--- src/include/hmap_params.svh ---
`ifndef HMAP_PARAMS_SVH
`define HMAP_PARAMS_SVH
// Instruction clock period tCK in ns and the 40 MHz system clock period in ns
`define HMAP_TCK_NS 100
`define HMAP_CLK_NS 25
// 1.5 tCK least write busy time, rounded up to whole cycles
`define HMAP_WR_BUSY_CYC ((3 * `HMAP_TCK_NS + 2 * `HMAP_CLK_NS - 1) / (2 * `HMAP_CLK_NS))
// 0.5 tCK least data setup before acknowledge low, rounded up
`define HMAP_RD_SETUP_CYC ((`HMAP_TCK_NS + 2 * `HMAP_CLK_NS - 1) / (2 * `HMAP_CLK_NS))
// Internal memory fetch latency in cycles
`define HMAP_FETCH_CYC 2
// Overlay register control bit for short-read-only mode
`define HMAP_SRO_BIT 14
`define HMAP_SRO_RST 1'b0
`define HMAP_OVL_ADDR 16'h3fe7
`define HMAP_FIFO_DEPTH 16
`endif

--- src/include/hmap_pkg.sv ---
package hmap_pkg;
  typedef enum logic [1:0] {
    ACC_NONE,
    ACC_WRITE,
    ACC_READ
  } acc_kind_t;
  typedef logic [15:0] word_t;
endpackage

--- src/hdl/hmap_port.sv ---
`timescale 1ns/1ps
`include "hmap_params.svh"

module hmap_fifo #(
  parameter int WIDTH = 32,
  parameter int DEPTH = 16
) (
  input wire logic clk,
  input wire logic rst,
  input wire logic in_valid,
  output logic in_ready,
  input wire logic [WIDTH-1:0] in_data,
  output logic out_valid,
  input wire logic out_ready,
  output logic [WIDTH-1:0] out_data
);
  localparam int AW = $clog2(DEPTH);
  logic [WIDTH-1:0] mem [DEPTH];
  logic [AW-1:0] wp_r;
  logic [AW-1:0] rp_r;
  logic [AW:0] cnt_r;
  wire push = in_valid && in_ready;
  wire pop = out_valid && out_ready;
  assign in_ready = (cnt_r != (AW+1)'(DEPTH));
  assign out_valid = (cnt_r != '0);
  assign out_data = mem[rp_r];
  always_ff @(posedge clk) begin
    if (push) mem[wp_r] <= in_data;
  end
  always_ff @(posedge clk) begin
    if (rst) begin
      wp_r <= '0;
      rp_r <= '0;
      cnt_r <= '0;
    end else begin
      if (push) wp_r <= (wp_r == AW'(DEPTH-1)) ? '0 : wp_r + 1'b1;
      if (pop) rp_r <= (rp_r == AW'(DEPTH-1)) ? '0 : rp_r + 1'b1;
      cnt_r <= cnt_r + (AW+1)'(push) - (AW+1)'(pop);
    end
  end
endmodule

// Function
// Host starts a write only once acknowledge reads low.
// Device raises acknowledge (busy) promptly after a write starts; the code leaves it low and drops the write when the FIFO is full.
// Long write: acknowledge returns low no sooner than 1.5 tCK after start.
// Strobe ending before or after acknowledge low selects short or long data timing.
// Short write: host holds strobe a minimum time with data presented.
// Host starts a read only once acknowledge reads low.
// Read start drives prefetched word, then acknowledge goes busy during next fetch.
// Long read: new data on bus at least 0.5 tCK before acknowledge low.
// Long read: host ends read only after acknowledge is low.
// Program word reads as two halves; data word is one read.
// Short read: host ends each read within its maximum duration.
// Device releases the bus promptly after a read ends.
// Overlay bit 14 enables short-read-only mode; cleared at reset.
// Hosts should prefer short-read-only mode over short reads.
// Host finishes address latching before starting an access.
// Core and host can both write the short-read-only bit.
// Access starts with select and strobe low, ends when either rises.
module hmap_port
  import hmap_pkg::*;
#(
  parameter int FIFO_DEPTH = `HMAP_FIFO_DEPTH
) (
  input wire logic clk,
  input wire logic rst,
  input wire logic port_select_n,
  input wire logic port_write_strobe_n,
  input wire logic port_read_strobe_n,
  input wire logic port_address_latch,
  input wire hmap_pkg::word_t port_addr_data_bus_in,
  output hmap_pkg::word_t port_addr_data_bus_out,
  output logic port_addr_data_bus_oe,
  output logic port_acknowledge_n,
  input wire logic core_ovl_we,
  input wire logic core_ovl_sro,
  output logic short_read_only,
  output logic mem_wr_valid,
  input wire logic mem_wr_ready,
  output hmap_pkg::word_t mem_wr_addr,
  output logic mem_wr_prog,
  output logic mem_wr_half,
  output hmap_pkg::word_t mem_wr_data,
  output logic mem_rd_req,
  output hmap_pkg::word_t mem_rd_addr,
  output logic mem_rd_half,
  input wire hmap_pkg::word_t mem_rd_data
);
  import hmap_pkg::*;

  localparam int WR_CYC = `HMAP_WR_BUSY_CYC;
  localparam int RD_CYC = `HMAP_FETCH_CYC + `HMAP_RD_SETUP_CYC;

  typedef enum logic [1:0] {ST_IDLE, ST_WR, ST_RD, ST_WAIT_END} state_t;

  state_t st_r;
  acc_kind_t kind_r;
  logic [7:0] cnt_r;
  word_t addr_r;
  word_t prev_r;
  word_t bus_out_r;
  logic oe_r;
  logic ack_n_r;
  logic sro_r;
  logic half_r;
  logic in_acc_r;
  logic rd_req_r;
  logic fifo_ready;
  logic fifo_out_valid;
  logic [33:0] fifo_out;

  // Address bit 15 picks program memory; below that is the word address
  wire is_prog = addr_r[15];
  wire wr_act = !port_select_n && !port_write_strobe_n;
  wire rd_act = !port_select_n && !port_read_strobe_n;
  wire latch_act = !port_select_n && port_address_latch;
  wire acc_start = (wr_act || rd_act) && !in_acc_r;
  wire acc_end = in_acc_r && !wr_act && !rd_act;
  wire ovl_hit = addr_r == `HMAP_OVL_ADDR;
  wire host_ovl_we = acc_start && wr_act && ovl_hit;
  // Writes arriving while the FIFO is full are dropped and acknowledge stays low
  wire wr_push = acc_start && wr_act && !ovl_hit && fifo_ready && ack_n_r == 1'b0;
  wire next_half = is_prog && !half_r;

  hmap_fifo #(.WIDTH(34), .DEPTH(FIFO_DEPTH)) u_fifo (
    .clk(clk),
    .rst(rst),
    .in_valid(wr_push),
    .in_ready(fifo_ready),
    .in_data({is_prog, half_r, addr_r[14:0], 1'b0, port_addr_data_bus_in}),
    .out_valid(fifo_out_valid),
    .out_ready(mem_wr_ready),
    .out_data(fifo_out)
  );
  assign mem_wr_valid = fifo_out_valid;
  assign mem_wr_prog = fifo_out[33];
  assign mem_wr_half = fifo_out[32];
  assign mem_wr_addr = {1'b0, fifo_out[31:17]};
  assign mem_wr_data = fifo_out[15:0];
  // Bit 15 stays on the read address: it is the only program/data select the memory sees
  assign mem_rd_addr = addr_r;
  assign mem_rd_half = half_r;
  assign mem_rd_req = rd_req_r;

  assign port_addr_data_bus_out = bus_out_r;
  assign port_addr_data_bus_oe = oe_r;
  assign port_acknowledge_n = ack_n_r;
  assign short_read_only = sro_r;

  always_ff @(posedge clk) begin
    if (rst) begin
      in_acc_r <= 1'b0;
    end else begin
      in_acc_r <= wr_act || rd_act;
    end
  end

  always_ff @(posedge clk) begin
    if (rst) begin
      sro_r <= `HMAP_SRO_RST;
    end else if (host_ovl_we) begin
      sro_r <= port_addr_data_bus_in[`HMAP_SRO_BIT];
    end else if (core_ovl_we) begin
      sro_r <= core_ovl_sro;
    end
  end

  always_ff @(posedge clk) begin
    if (rst) begin
      addr_r <= '0;
      half_r <= 1'b0;
    end else if (latch_act && st_r == ST_IDLE) begin
      addr_r <= port_addr_data_bus_in;
      half_r <= 1'b0;
    end else if (acc_end && kind_r != ACC_NONE && !ovl_hit) begin
      // Program words take two halves before the address advances
      half_r <= next_half;
      if (!next_half) addr_r <= addr_r + 16'h0001;
    end
  end

  always_ff @(posedge clk) begin
    if (rst) begin
      st_r <= ST_IDLE;
      kind_r <= ACC_NONE;
      cnt_r <= '0;
      ack_n_r <= 1'b0;
      oe_r <= 1'b0;
      bus_out_r <= '0;
      prev_r <= '0;
      rd_req_r <= 1'b0;
    end else begin
      rd_req_r <= 1'b0;
      if (acc_end) begin
        oe_r <= 1'b0;
        kind_r <= ACC_NONE;
      end
      unique case (st_r)
        ST_IDLE: begin
          cnt_r <= '0;
          if (acc_start && wr_act && (wr_push || host_ovl_we)) begin
            ack_n_r <= 1'b1;
            kind_r <= ACC_WRITE;
            st_r <= ST_WR;
          end else if (acc_start && rd_act) begin
            bus_out_r <= ovl_hit ? {1'b0, sro_r, 14'h0000} : prev_r;
            oe_r <= 1'b1;
            ack_n_r <= 1'b1;
            rd_req_r <= 1'b1;
            kind_r <= ACC_READ;
            st_r <= ST_RD;
          end
        end
        ST_WR: begin
          cnt_r <= cnt_r + 8'h01;
          // Full WR_CYC cycles from the sampling edge, as the strobe may fall just before it
          if (cnt_r == 8'(WR_CYC - 1)) begin
            ack_n_r <= 1'b0;
            st_r <= ST_WAIT_END;
          end
        end
        ST_RD: begin
          cnt_r <= cnt_r + 8'h01;
          if (cnt_r == 8'(`HMAP_FETCH_CYC - 1)) begin
            prev_r <= mem_rd_data;
            // Long read outside short-read-only mode shows fresh data; a short read has already ended
            if (rd_act && !sro_r) bus_out_r <= mem_rd_data;
          end
          if (cnt_r == 8'(RD_CYC - 1)) begin
            ack_n_r <= 1'b0;
            st_r <= ST_WAIT_END;
          end
        end
        ST_WAIT_END: begin
          if (!wr_act && !rd_act) st_r <= ST_IDLE;
        end
      endcase
    end
  end
endmodule

--- config.mk ---
export PLATFORM = sky130hd
export DESIGN_NAME = hmap_port
export DESIGN_NICKNAME = d
export VERILOG_FILES = /design/src/include/hmap_pkg.sv /design/src/hdl/hmap_port.sv
export VERILOG_INCLUDE_DIRS = /design/src /design/src/include
export SDC_FILE = /design/constraint.sdc
export NUM_CORES = 1
export LEC_CHECK = 0
export ABC_AREA = 0
export BUFFER_PORTS_ARGS = -buffer_cell sky130_fd_sc_hd__buf_2
export CAP_MARGIN = 20
export CORE_MARGIN = 3
export CORE_UTILIZATION = 45
export CTS_CLUSTER_SIZE = 8
export DETAILED_ROUTE_END_ITERATION = 7
export GPL_TIMING_DRIVEN = 0
export HOLD_SLACK_MARGIN = 0.05
export MAX_ROUTING_LAYER = met4
export SYNTH_ARGS = -nofsm -noshare
export SYNTH_HDL_FRONTEND = slang
export SYNTH_SLANG_ARGS = --single-unit
export TNS_END_PERCENT = 1
--- constraint.sdc ---
create_clock -name clk -period 11.4 [get_ports clk]
set_clock_uncertainty 0.15 [all_clocks]
set_input_delay 0.57 -clock clk [delete_from_list [all_inputs] [get_ports clk]]
set_output_delay 0.57 -clock clk [all_outputs]
set_load 0.03 [all_outputs]
* Yosys cells after proc, flatten, opt, wreduce, memory -nomap -nowiden
Memory sizes are Yosys's and may differ from the RTL's. A register that Yosys moved wholly into a read port is not among the register bits.
Index checks and enable logic that the tools add are counted.
** Word-level totals
- Register bits after elaboration :: 79
- Bits in writable memories :: 528
- Input port bits :: 41
- Output and inout bits :: 72
- Word-level logic and storage cells :: 129
- Memories kept :: 1
** Memories
- u_fifo.mem :: words 16, bits a word 33, read ports 1, clocked after Yosys merged registers in 1, wr ports 1, RTL line hmap_port.sv:18 : logic [WIDTH-1:0] mem [DEPTH];
** Operators by class
- Add/sub/neg operators :: 6
- Equal/unequal tests :: 19
- Muxes and demuxes :: 38
- Bitwise operators :: 2
- Reductions and logical operators :: 48
** Operators with widths (count)
- $mux 16 :: 8
- $pmux 16 s2 :: 1
- $logic_and 1x1->1 :: 21
- $mux 2 :: 9
- $add 16x1->16 const B :: 1
- $eq 16x14->1 const B :: 1
- $mux 4 :: 4
- $pmux 8 s2 :: 1
- $mux 1 :: 13
- $ne 2x2->1 const B :: 6
- $reduce_bool 2->1 :: 5
- $logic_not 1->1 :: 9
- $add 4x1->4 const B :: 2
- $add 8x1->8 const B :: 1
- $eq 4x4->1 const B :: 2
- $eq 8x1->1 const B :: 1
- $eq 8x2->1 const B :: 1
- $eq 8x3->1 const B :: 1
- $pmux 2 s4 :: 1
- $reduce_and 4->1 :: 2
- $add 5x1->5 :: 1
- $ne 5x5->1 const B :: 1
- $reduce_and 5->1 :: 1
- $reduce_bool 5->1 :: 1
- 13 further kinds :: 19

* Logic depth before layout (Yosys ltp)
Gate-level depths: netlist (run 1).
- Depth in word-level cells :: 12
- Mapped depth :: 14
- Gate-level depth less buffers :: 13

* By module
A second synthesis (run 1) with hierarchy kept.
** Unflattened totals
- Cells, all modules :: 1319
- Area total of the unflattened synthesis :: 24518.5 sq um
** By module, submodules not included
- hmap_fifo :: times used 1, cells an instance 945, area each 21226.6 sq um, seq. area each 16676.0 sq um
- hmap_port :: times used 1, cells an instance 374, area each 3291.9 sq um, seq. area each 1321.3 sq um

* Worst setup path before layout (run 1)
No wires, ideal clock.
- Path kind :: reg-to-reg
- Start :: register addr_r[0], in the netlist mem_rd_addr[0]
- End :: memory u_fifo.mem[3][0] (netlist bit), enable pin
- Library setup time :: 464 ps
- Arrival time :: 4068 ps
- Required time :: 10786 ps
- Setup slack :: 6718 ps
- Stages on the path, launching flop included :: 8
- Buffers on the path :: 2
- Period minus slack after synthesis :: 4682 ps
- Cell sequence :: dfxtp_1 > ha_1 > nand4bb_1 > or4_1 > clkbuf_1 > buf_2 > nand3_1 > nor3_1
** Between the ends
- Word-level cells in the longest chain between the ends :: 8
** RTL lines
- start, declared :: RTL line hmap_port.sv:100 : word_t addr_r;
- start signal, assigned :: RTL line hmap_port.sv:174 : addr_r <= port_addr_data_bus_in;
- start signal, assigned :: RTL line hmap_port.sv:179 : if (!next_half) addr_r <= addr_r + 16'h0001;
- $eq 16x14->1 (no source line)
- $logic_not 1->1 :: RTL line hmap_port.sv:123 : wire wr_push = acc_start && wr_act && !ovl_hit && fifo_ready && ack_n_r == 1'b0;
- $logic_and 1x1->1 (3 in a row) :: RTL line hmap_port.sv:123
- $logic_and 1x1->1 :: RTL line hmap_port.sv:22 : wire push = in_valid && in_ready;
- $mux 1 :: RTL line hmap_port.sv:28 : if (push) mem[wp_r] <= in_data;
- $mux 1 (not written as such) :: RTL line hmap_port.sv:28
- end, declared :: RTL line hmap_port.sv:18
Every way passes these cells.

==> flow_summary.json, run 1 <==
{
  "dp_hpwl_mm": 35.9,
  "fin_nets": 1526,
  "switching_share": 0.262,
  "cp.required_ns": 10.68,
  "power_frac_clock": 0.387,
  "syn_inst": 1221,
  "syn_area_sq_mm": 0.0239,
  "clock-sinks": 611,
  "p_sw_uw": 1570,
  "avgSynthCellArea_sq_um": 19.6,
  "tns_ns": 0,
  "globalplace.congestion": 0.870,
  "synth_seq_cells": 611,
  "status": "complete, no violations",
  "grt_pass1_wl_mm": 84.0,
  "grt_overflow": 0,
  "clk_latency_ns": 0.61,
  "setup_viol": 0,
  "timing.final.crit_period_ns": 4.52,
  "dieArea_sq_mm": 0.0559,
  "rsz0062_at_grt": "no",
  "grt_usage": 0.211,
  "die_w_microns": 236,
  "timing.hold.ws_ns": 0.0848,
  "seq_area_frac_synth": 0.733,
  "path_clk_slew_ns": 0.05,
  "seq_power_share": 0.440,
  "area_growth_syn_to_layout_pct": 19.2,
  "yosysWarningCount": 0,
  "yosysUniqueCellTypes": 53,
  "place_ws_ns": 7.40,
  "max_cap_violations": 0,
  "worst_slack_ns": 6.88,
  "crit_path_max_fanout": 10,
  "drtAntennaViolNets": 0,
  "cp.arrival_ns": 3.80,
  "final_max_slew_viol_count": 0,
  "drive_above_1_share": 0.299,
  "numCtsBuffers": 86,
  "cts_setup_buffers": 0,
  "power_density_mw_per_mm2": 210,
  "leakage_uw": 0.00918,
  "internal_power_uw": 4420,
  "num_vias": 12600,
  "synth_flop_cell": "edfxtp_1",
  "grt_antenna_before_repair": 0,
  "top_level_ports": 113,
  "initial_utilization": 0.460,
  "crit_type": "flop to output pin",
  "post_cts_resized": 0,
  "portBuffers": 111,
  "tritoncts": "built",
  "ir_drop_mv": 0.115,
  "cts_buffer_depth": 3,
  "first_pass_iters": 5,
  "diodes": 0,
  "grt_start_max_net_pins": 24,
  "holdCritPathClass": "primary input to flop",
  "final_util": 0.548,
  "busiest_layer": "met2",
  "dpl_cell_area_sq_mm": 0.0259,
  "grtUsageMet1": 0.285,
  "hold_viol_final": 0,
  "syn_nets": 1282,
  "routed_wirelength_mm": 56.7,
  "grt_pass1_vias": 12900,
  "rows": 83,
  "die_y_microns": 236,
  "core-area_sq_mm": 0.0519,
  "final_area_sq_mm": 0.0285,
  "slew_headroom": 0.281,
  "async_reset_ff_frac": 0,
  "combPwrFrac": 0.174,
  "synth_edf_count": 528,
  "drt_first_iter_violations": 1272,
  "clockRootBuffer": "clkbuf_16",
  "start_kind": "flop",
  "grt_util_met3": 0.0492,
  "gr-usage-met2": 0.326,
  "drc_errors": 0,
  "fmax_mhz": 221,
  "tightest_slew_ns": 1.07,
  "via_per_inst": 5.75,
  "h-tree-depth": 3,
  "fin_crit_sh": 0.397,
  "wl_per_cell_microns": 25.8,
  "cp-end-kind": "output pin"
}
## cells by family after synthesis
| group | count (synthesis) | synth area share |
|---|---|---|
| XOR/XNOR | 26 | 0.00953 |
| other | 1 | 0.000157 |
| multiplexers | 169 | 0.157 |
| AO/OA/AOI/OAI | 112 | 0.0325 |
| flip-flops | 611 | 0.733 |
| AND/OR/NAND/NOR | 200 | 0.0423 |
| adder cells (fa/ha/maj) | 20 | 0.0108 |
| buffers and inverters | 82 | 0.0141 |
## state kept, by name (all words and copies together), names as in the netlist, named ones only
| signal | count |
|---|---|
| st_r | 2 |
| u_fifo.mem | 528 |
| mem_rd_req | 1 |
| short_read_only | 1 |
| kind_r | 2 |
| u_fifo.wp_r | 4 |
| cnt_r | 8 |
| u_fifo.cnt_r | 5 |
| u_fifo.rp_r | 4 |
| prev_r | 16 |
| mem_rd_addr | 16 |
| port_addr_data_bus_oe | 1 |
| in_acc_r | 1 |
| port_acknowledge_n | 1 |
| port_addr_data_bus_out | 16 |
| mem_rd_half | 1 |
## power groups by stage
stage                     clock network, uW  logic, uW  registers [uW]
final                                  2310       1040            2630
after global routing                   2460       1120            2640
after CTS                              2360       1050            2630
after detailed placement                  0       1050            2670
after global placement                    0       1020            2670
after floorplan                           0        705            2680
## stage by stage
stage          std cells  power [uW]
4_1_cts             2193        6040
6_report            2197        5980
3_3_place_gp        2012        3690
5_1_grt             2197        6220
2_1_floorplan       1221        3390
3_5_place_dp        2043        3720
## cell type report
cell class                      instances  area, sq um
Buffer                                 67          280
Clock buffer                          135         2400
Clock inverter                          5         46.3
Fill cell                            4041        23500
Inverter                               15         56.3
Multi-Input combinational cell        528         6140
Sequential cell                       611        17500
Tap cell                              680          851
Timing Repair Buffer                  156         1170
## cells in the final DEF (no fill, tap or decap), types with 6 or more instances in the layout
cell	count
edfxtp_1	528
mux4_2	165
buf_2	122
clkbuf_1	95
clkbuf_16	89
dfxtp_1	83
nor2_1	51
nand2_1	49
a21oi_1	44
a211oi_1	20
xor2_1	19
ha_1	19
buf_6	18
inv_1	15
a22oi_1	15
nand3_1	14
nand4_1	12
nor2_4	12
buf_12	12
a211oi_2	11
nor3_1	10
dlygate4sd3_1	10
xnor2_1	7
nor4_1	6
## worst max-delay path, cell delays in order (launching register included)
cell and delay (ns):
dfxtp_1 0.38, clkbuf_1 0.34, clkbuf_1 0.55, clkbuf_1 0.78, mux4_2 0.43, mux4_2 0.52, buf_2 0.21
## cells in the mapped netlist, types with 3 or more instances
library cell	n	share of area
edfxtp_1	528	0.66
mux4_2	165	0.16
dfxtp_1	83	0.070
nor2_1	63	0.0099
clkbuf_1	49	0.0077
nand2_1	49	0.0077
a21oi_1	44	0.0092
a211oi_1	20	0.0063
ha_1	19	0.010
xor2_1	19	0.0070
a22oi_1	15	0.0047
inv_1	15	0.0024
nand3_1	14	0.0029
nor3_1	14	0.0029
nand4_1	12	0.0031
a211oi_2	11	0.0058
buf_2	11	0.0023
xnor2_1	7	0.0026
nor4_1	6	0.0016
nor2b_1	5	0.0013
or4_1	5	0.0016
a31oi_1	4	0.0010
and2_1	4	0.0010
buf_1	4	0.00063
mux2i_1	4	0.0017
nand2b_1	4	0.0010
o21ai_0	4	0.00084
a311oi_1	3	0.0011
and4_1	3	0.0011
and4b_1	3	0.0013
or3_1	3	0.00079
or4b_2	3	0.0013
## repair_timing
action,in CTS,in global routing
endpoints found under the hold margin,10,0
hold buffers,10,0
endpoints found under the setup margin,0,0
## metal layers
metal | vias to the layer above | wire length [microns]
met5 | - | 0
met4 | 0 | 1130
met3 | 105 | 3890
met2 | 466 | 27400
met1 | 6563 | 24300
li1 | 5501 | -
## path summary, 6_finish.rpt
check,startpoint,to,slack [ns],depth (start not counted)
worst max-delay path,flop,mem_wr_addr[8],6.88,6
worst min-delay path,mem_rd_data[8],prev_r[8],0.08,3
worst max register to register,mem_rd_addr[1],u_fifo.cnt_r[4],7.38,11
worst min register to register,prev_r[3],prev_r[3],0.30,2
Power figures use the tool's default switching activity.
==> inputs of run 2 (changes only) <==
clock period = 4.28 ns   (was 11.4 ns; I/O delays follow)
==> run 2 against run 1 <==
Net effect:
- hold slack gained 0.090 ns
- highest routed layer unchanged
- sequential power increased to 2.7 times the previous value
- routed wire length up 1.1%
- worst setup slack worse by 6.8 ns
- critical endpoint is now mem_wr_data[14]
- global-route usage increased by 0.42 points
- first-iteration DRC count is 17% lower
- sequential cell count did not move
==> flow_summary.json, run 2 (synthesis results as in run 1) <==
{
  "routed_wirelength_mm": 57.3,
  "max_flop_register": "u_fifo.mem",
  "ir_drop_mv": 0.275,
  "path_clk_slew_ns": 0.05,
  "drc_errors": 0,
  "hold_viol_final": 0,
  "diodes": 0,
  "wl_per_cell_microns": 25.9,
  "fmax_mhz": 236,
  "cp.arrival_ns": 3.88,
  "drt_first_iter_violations": 1060,
  "power_density_mw_per_mm2": 555,
  "clk_latency_ns": 0.62,
  "drive_above_1_share": 0.299,
  "hold_path_depth": 5,
  "final_cell_mix": "edfxtp_1 (528), mux4_2 (165), buf_2 (122)",
  "holdCritPathClass": "primary input to flop",
  "drtAntennaViolNets": 0,
  "crit_path_max_fanout": 10,
  "grt_pass1_vias": 13200,
  "grt_start_max_net_pins": 24,
  "globalplace.congestion": 0.844,
  "initial_utilization": 0.460,
  "die_w_microns": 236,
  "worst-r2r-cell-count": 11,
  "via_per_inst": 5.74,
  "status": "complete, no violations",
  "crit_type": "flop to output pin",
  "cts_setup_buffers": 0,
  "tritoncts": "built",
  "clockRootBuffer": "clkbuf_16",
  "largest_register_ffs": 528,
  "final_common_cell": "edfxtp_1",
  "clock-sinks": 611,
  "top_level_ports": 113,
  "die_y_microns": 236,
  "numCtsBuffers": 86,
  "area_growth_syn_to_layout_pct": 20.2,
  "r2r-end": "u_fifo.cnt_r[4]",
  "fin_crit_sh": 0.991,
  "max_cap_violations": 0,
  "r2r-start": "mem_rd_addr[0]",
  "num_vias": 12700,
  "first_pass_iters": 5,
  "core-area_sq_mm": 0.0519,
  "grt_pass1_wl_mm": 86.0,
  "reg2reg_slack_ns": 0.22,
  "rows": 83,
  "grt_antenna_before_repair": 0,
  "cp-end-kind": "output pin",
  "setup_viol": 0,
  "busiest_layer": "met2",
  "hold_start": "mem_wr_ready",
  "timing.final.crit_period_ns": 4.24,
  "portBuffers": 111,
  "tightest_slew_ns": 1.01,
  "leakage_uw": 0.00929,
  "gr-usage-met2": 0.330,
  "h-tree-depth": 3,
  "fin_nets": 1553,
  "dp_hpwl_mm": 36.3,
  "start_kind": "flop",
  "grtUsageMet1": 0.292,
  "cp.required_ns": 3.92,
  "grt_overflow": 0,
  "final_util": 0.553,
  "tns_ns": 0,
  "cts_buffer_depth": 3,
  "rsz0062_at_grt": "yes",
  "grt_util_met3": 0.0461,
  "grt_usage": 0.215,
  "dieArea_sq_mm": 0.0559,
  "slew_headroom": 0.323,
  "final_max_slew_viol_count": 0
}
[run 2: changes by cell type in the layout (fill, tap and decap cells not counted), moves of 2 or more]
cell	before	now
inv_6	2	4
dlygate4sd3_1	10	41
clkbuf_1	95	75
clkbuf_16	89	86
buf_6	18	13
clkbuf_2	0	6
[run 2: layout make-up]
type | count | area (sq um)
Clock buffer | 118 | 2270
Inverter | 15 | 56.3
Tap cell | 680 | 851
Multi-Input combinational cell | 528 | 6150
Buffer | 67 | 288
Fill cell | 3995 | 23200
Clock inverter | 8 | 121
Sequential cell | 611 | 17500
Timing Repair Buffer | 183 | 1450
[run 2: metrics by stage]
stage          instance area, sq um  total power, uW  hold slack, ns  instances  setup slack, ns
2_1_floorplan                 23900             9020           0.163       1221           -0.263
3_3_place_gp                  25300             9840           0.290       2012            -3.54
3_5_place_dp                  25900             9920           0.294       2040            0.287
4_1_cts                       28700            16100           0.156       2207           0.0117
5_1_grt                       28700            16600           0.221       2210          -0.0524
6_report                      28700            15900           0.175       2210           0.0365
[run 2: critical path, stage by stage, from the launching register on]
cell,delay (ns)
dfxtp_1,0.30
clkbuf_1,0.42
clkbuf_1,0.66
clkbuf_1,0.73
mux4_2,0.42
mux4_2,0.51
buf_2,0.20
[run 2: layer usage]
| metal | share of wire | wire length, microns |
|---|---|---|
| met1 | 0.43 | 24800 |
| met2 | 0.48 | 27300 |
| met3 | 0.072 | 4120 |
| met4 | 0.021 | 1200 |
| met5 | 0 | 0 |
[run 2: repair_timing]
action                     in CTS  in global routing
hold buffers                   41                  0
gates resized for setup         4                  7
hold endpoints to repair      312                  0
setup endpoints to repair      13                 28
[run 2: power breakdown]
| group | internal, uW | leakage [uW] | total, uW | switching, uW |
|---|---|---|---|---|
| Clock | 3720 | 0.00116 | 6130 | 2420 |
| Sequential | 6760 | 0.00548 | 7000 | 242 |
| Combinational | 1220 | 0.00265 | 2810 | 1590 |
[run 2: worst max path at each step]
stage | end | slack [ns] | cells after the start
2_1_floorplan | u_fifo.mem[0][0] | -0.26 | 6
3_3_place_gp | u_fifo.mem[1][7] | -3.54 | 6
3_5_place_dp | u_fifo.cnt_r[4] | 0.29 | 11
4_1_cts | mem_wr_addr[5] | 0.01 | 6
5_1_grt | mem_wr_addr[5] | -0.05 | 6
6_report | mem_wr_data[14] | 0.04 | 6
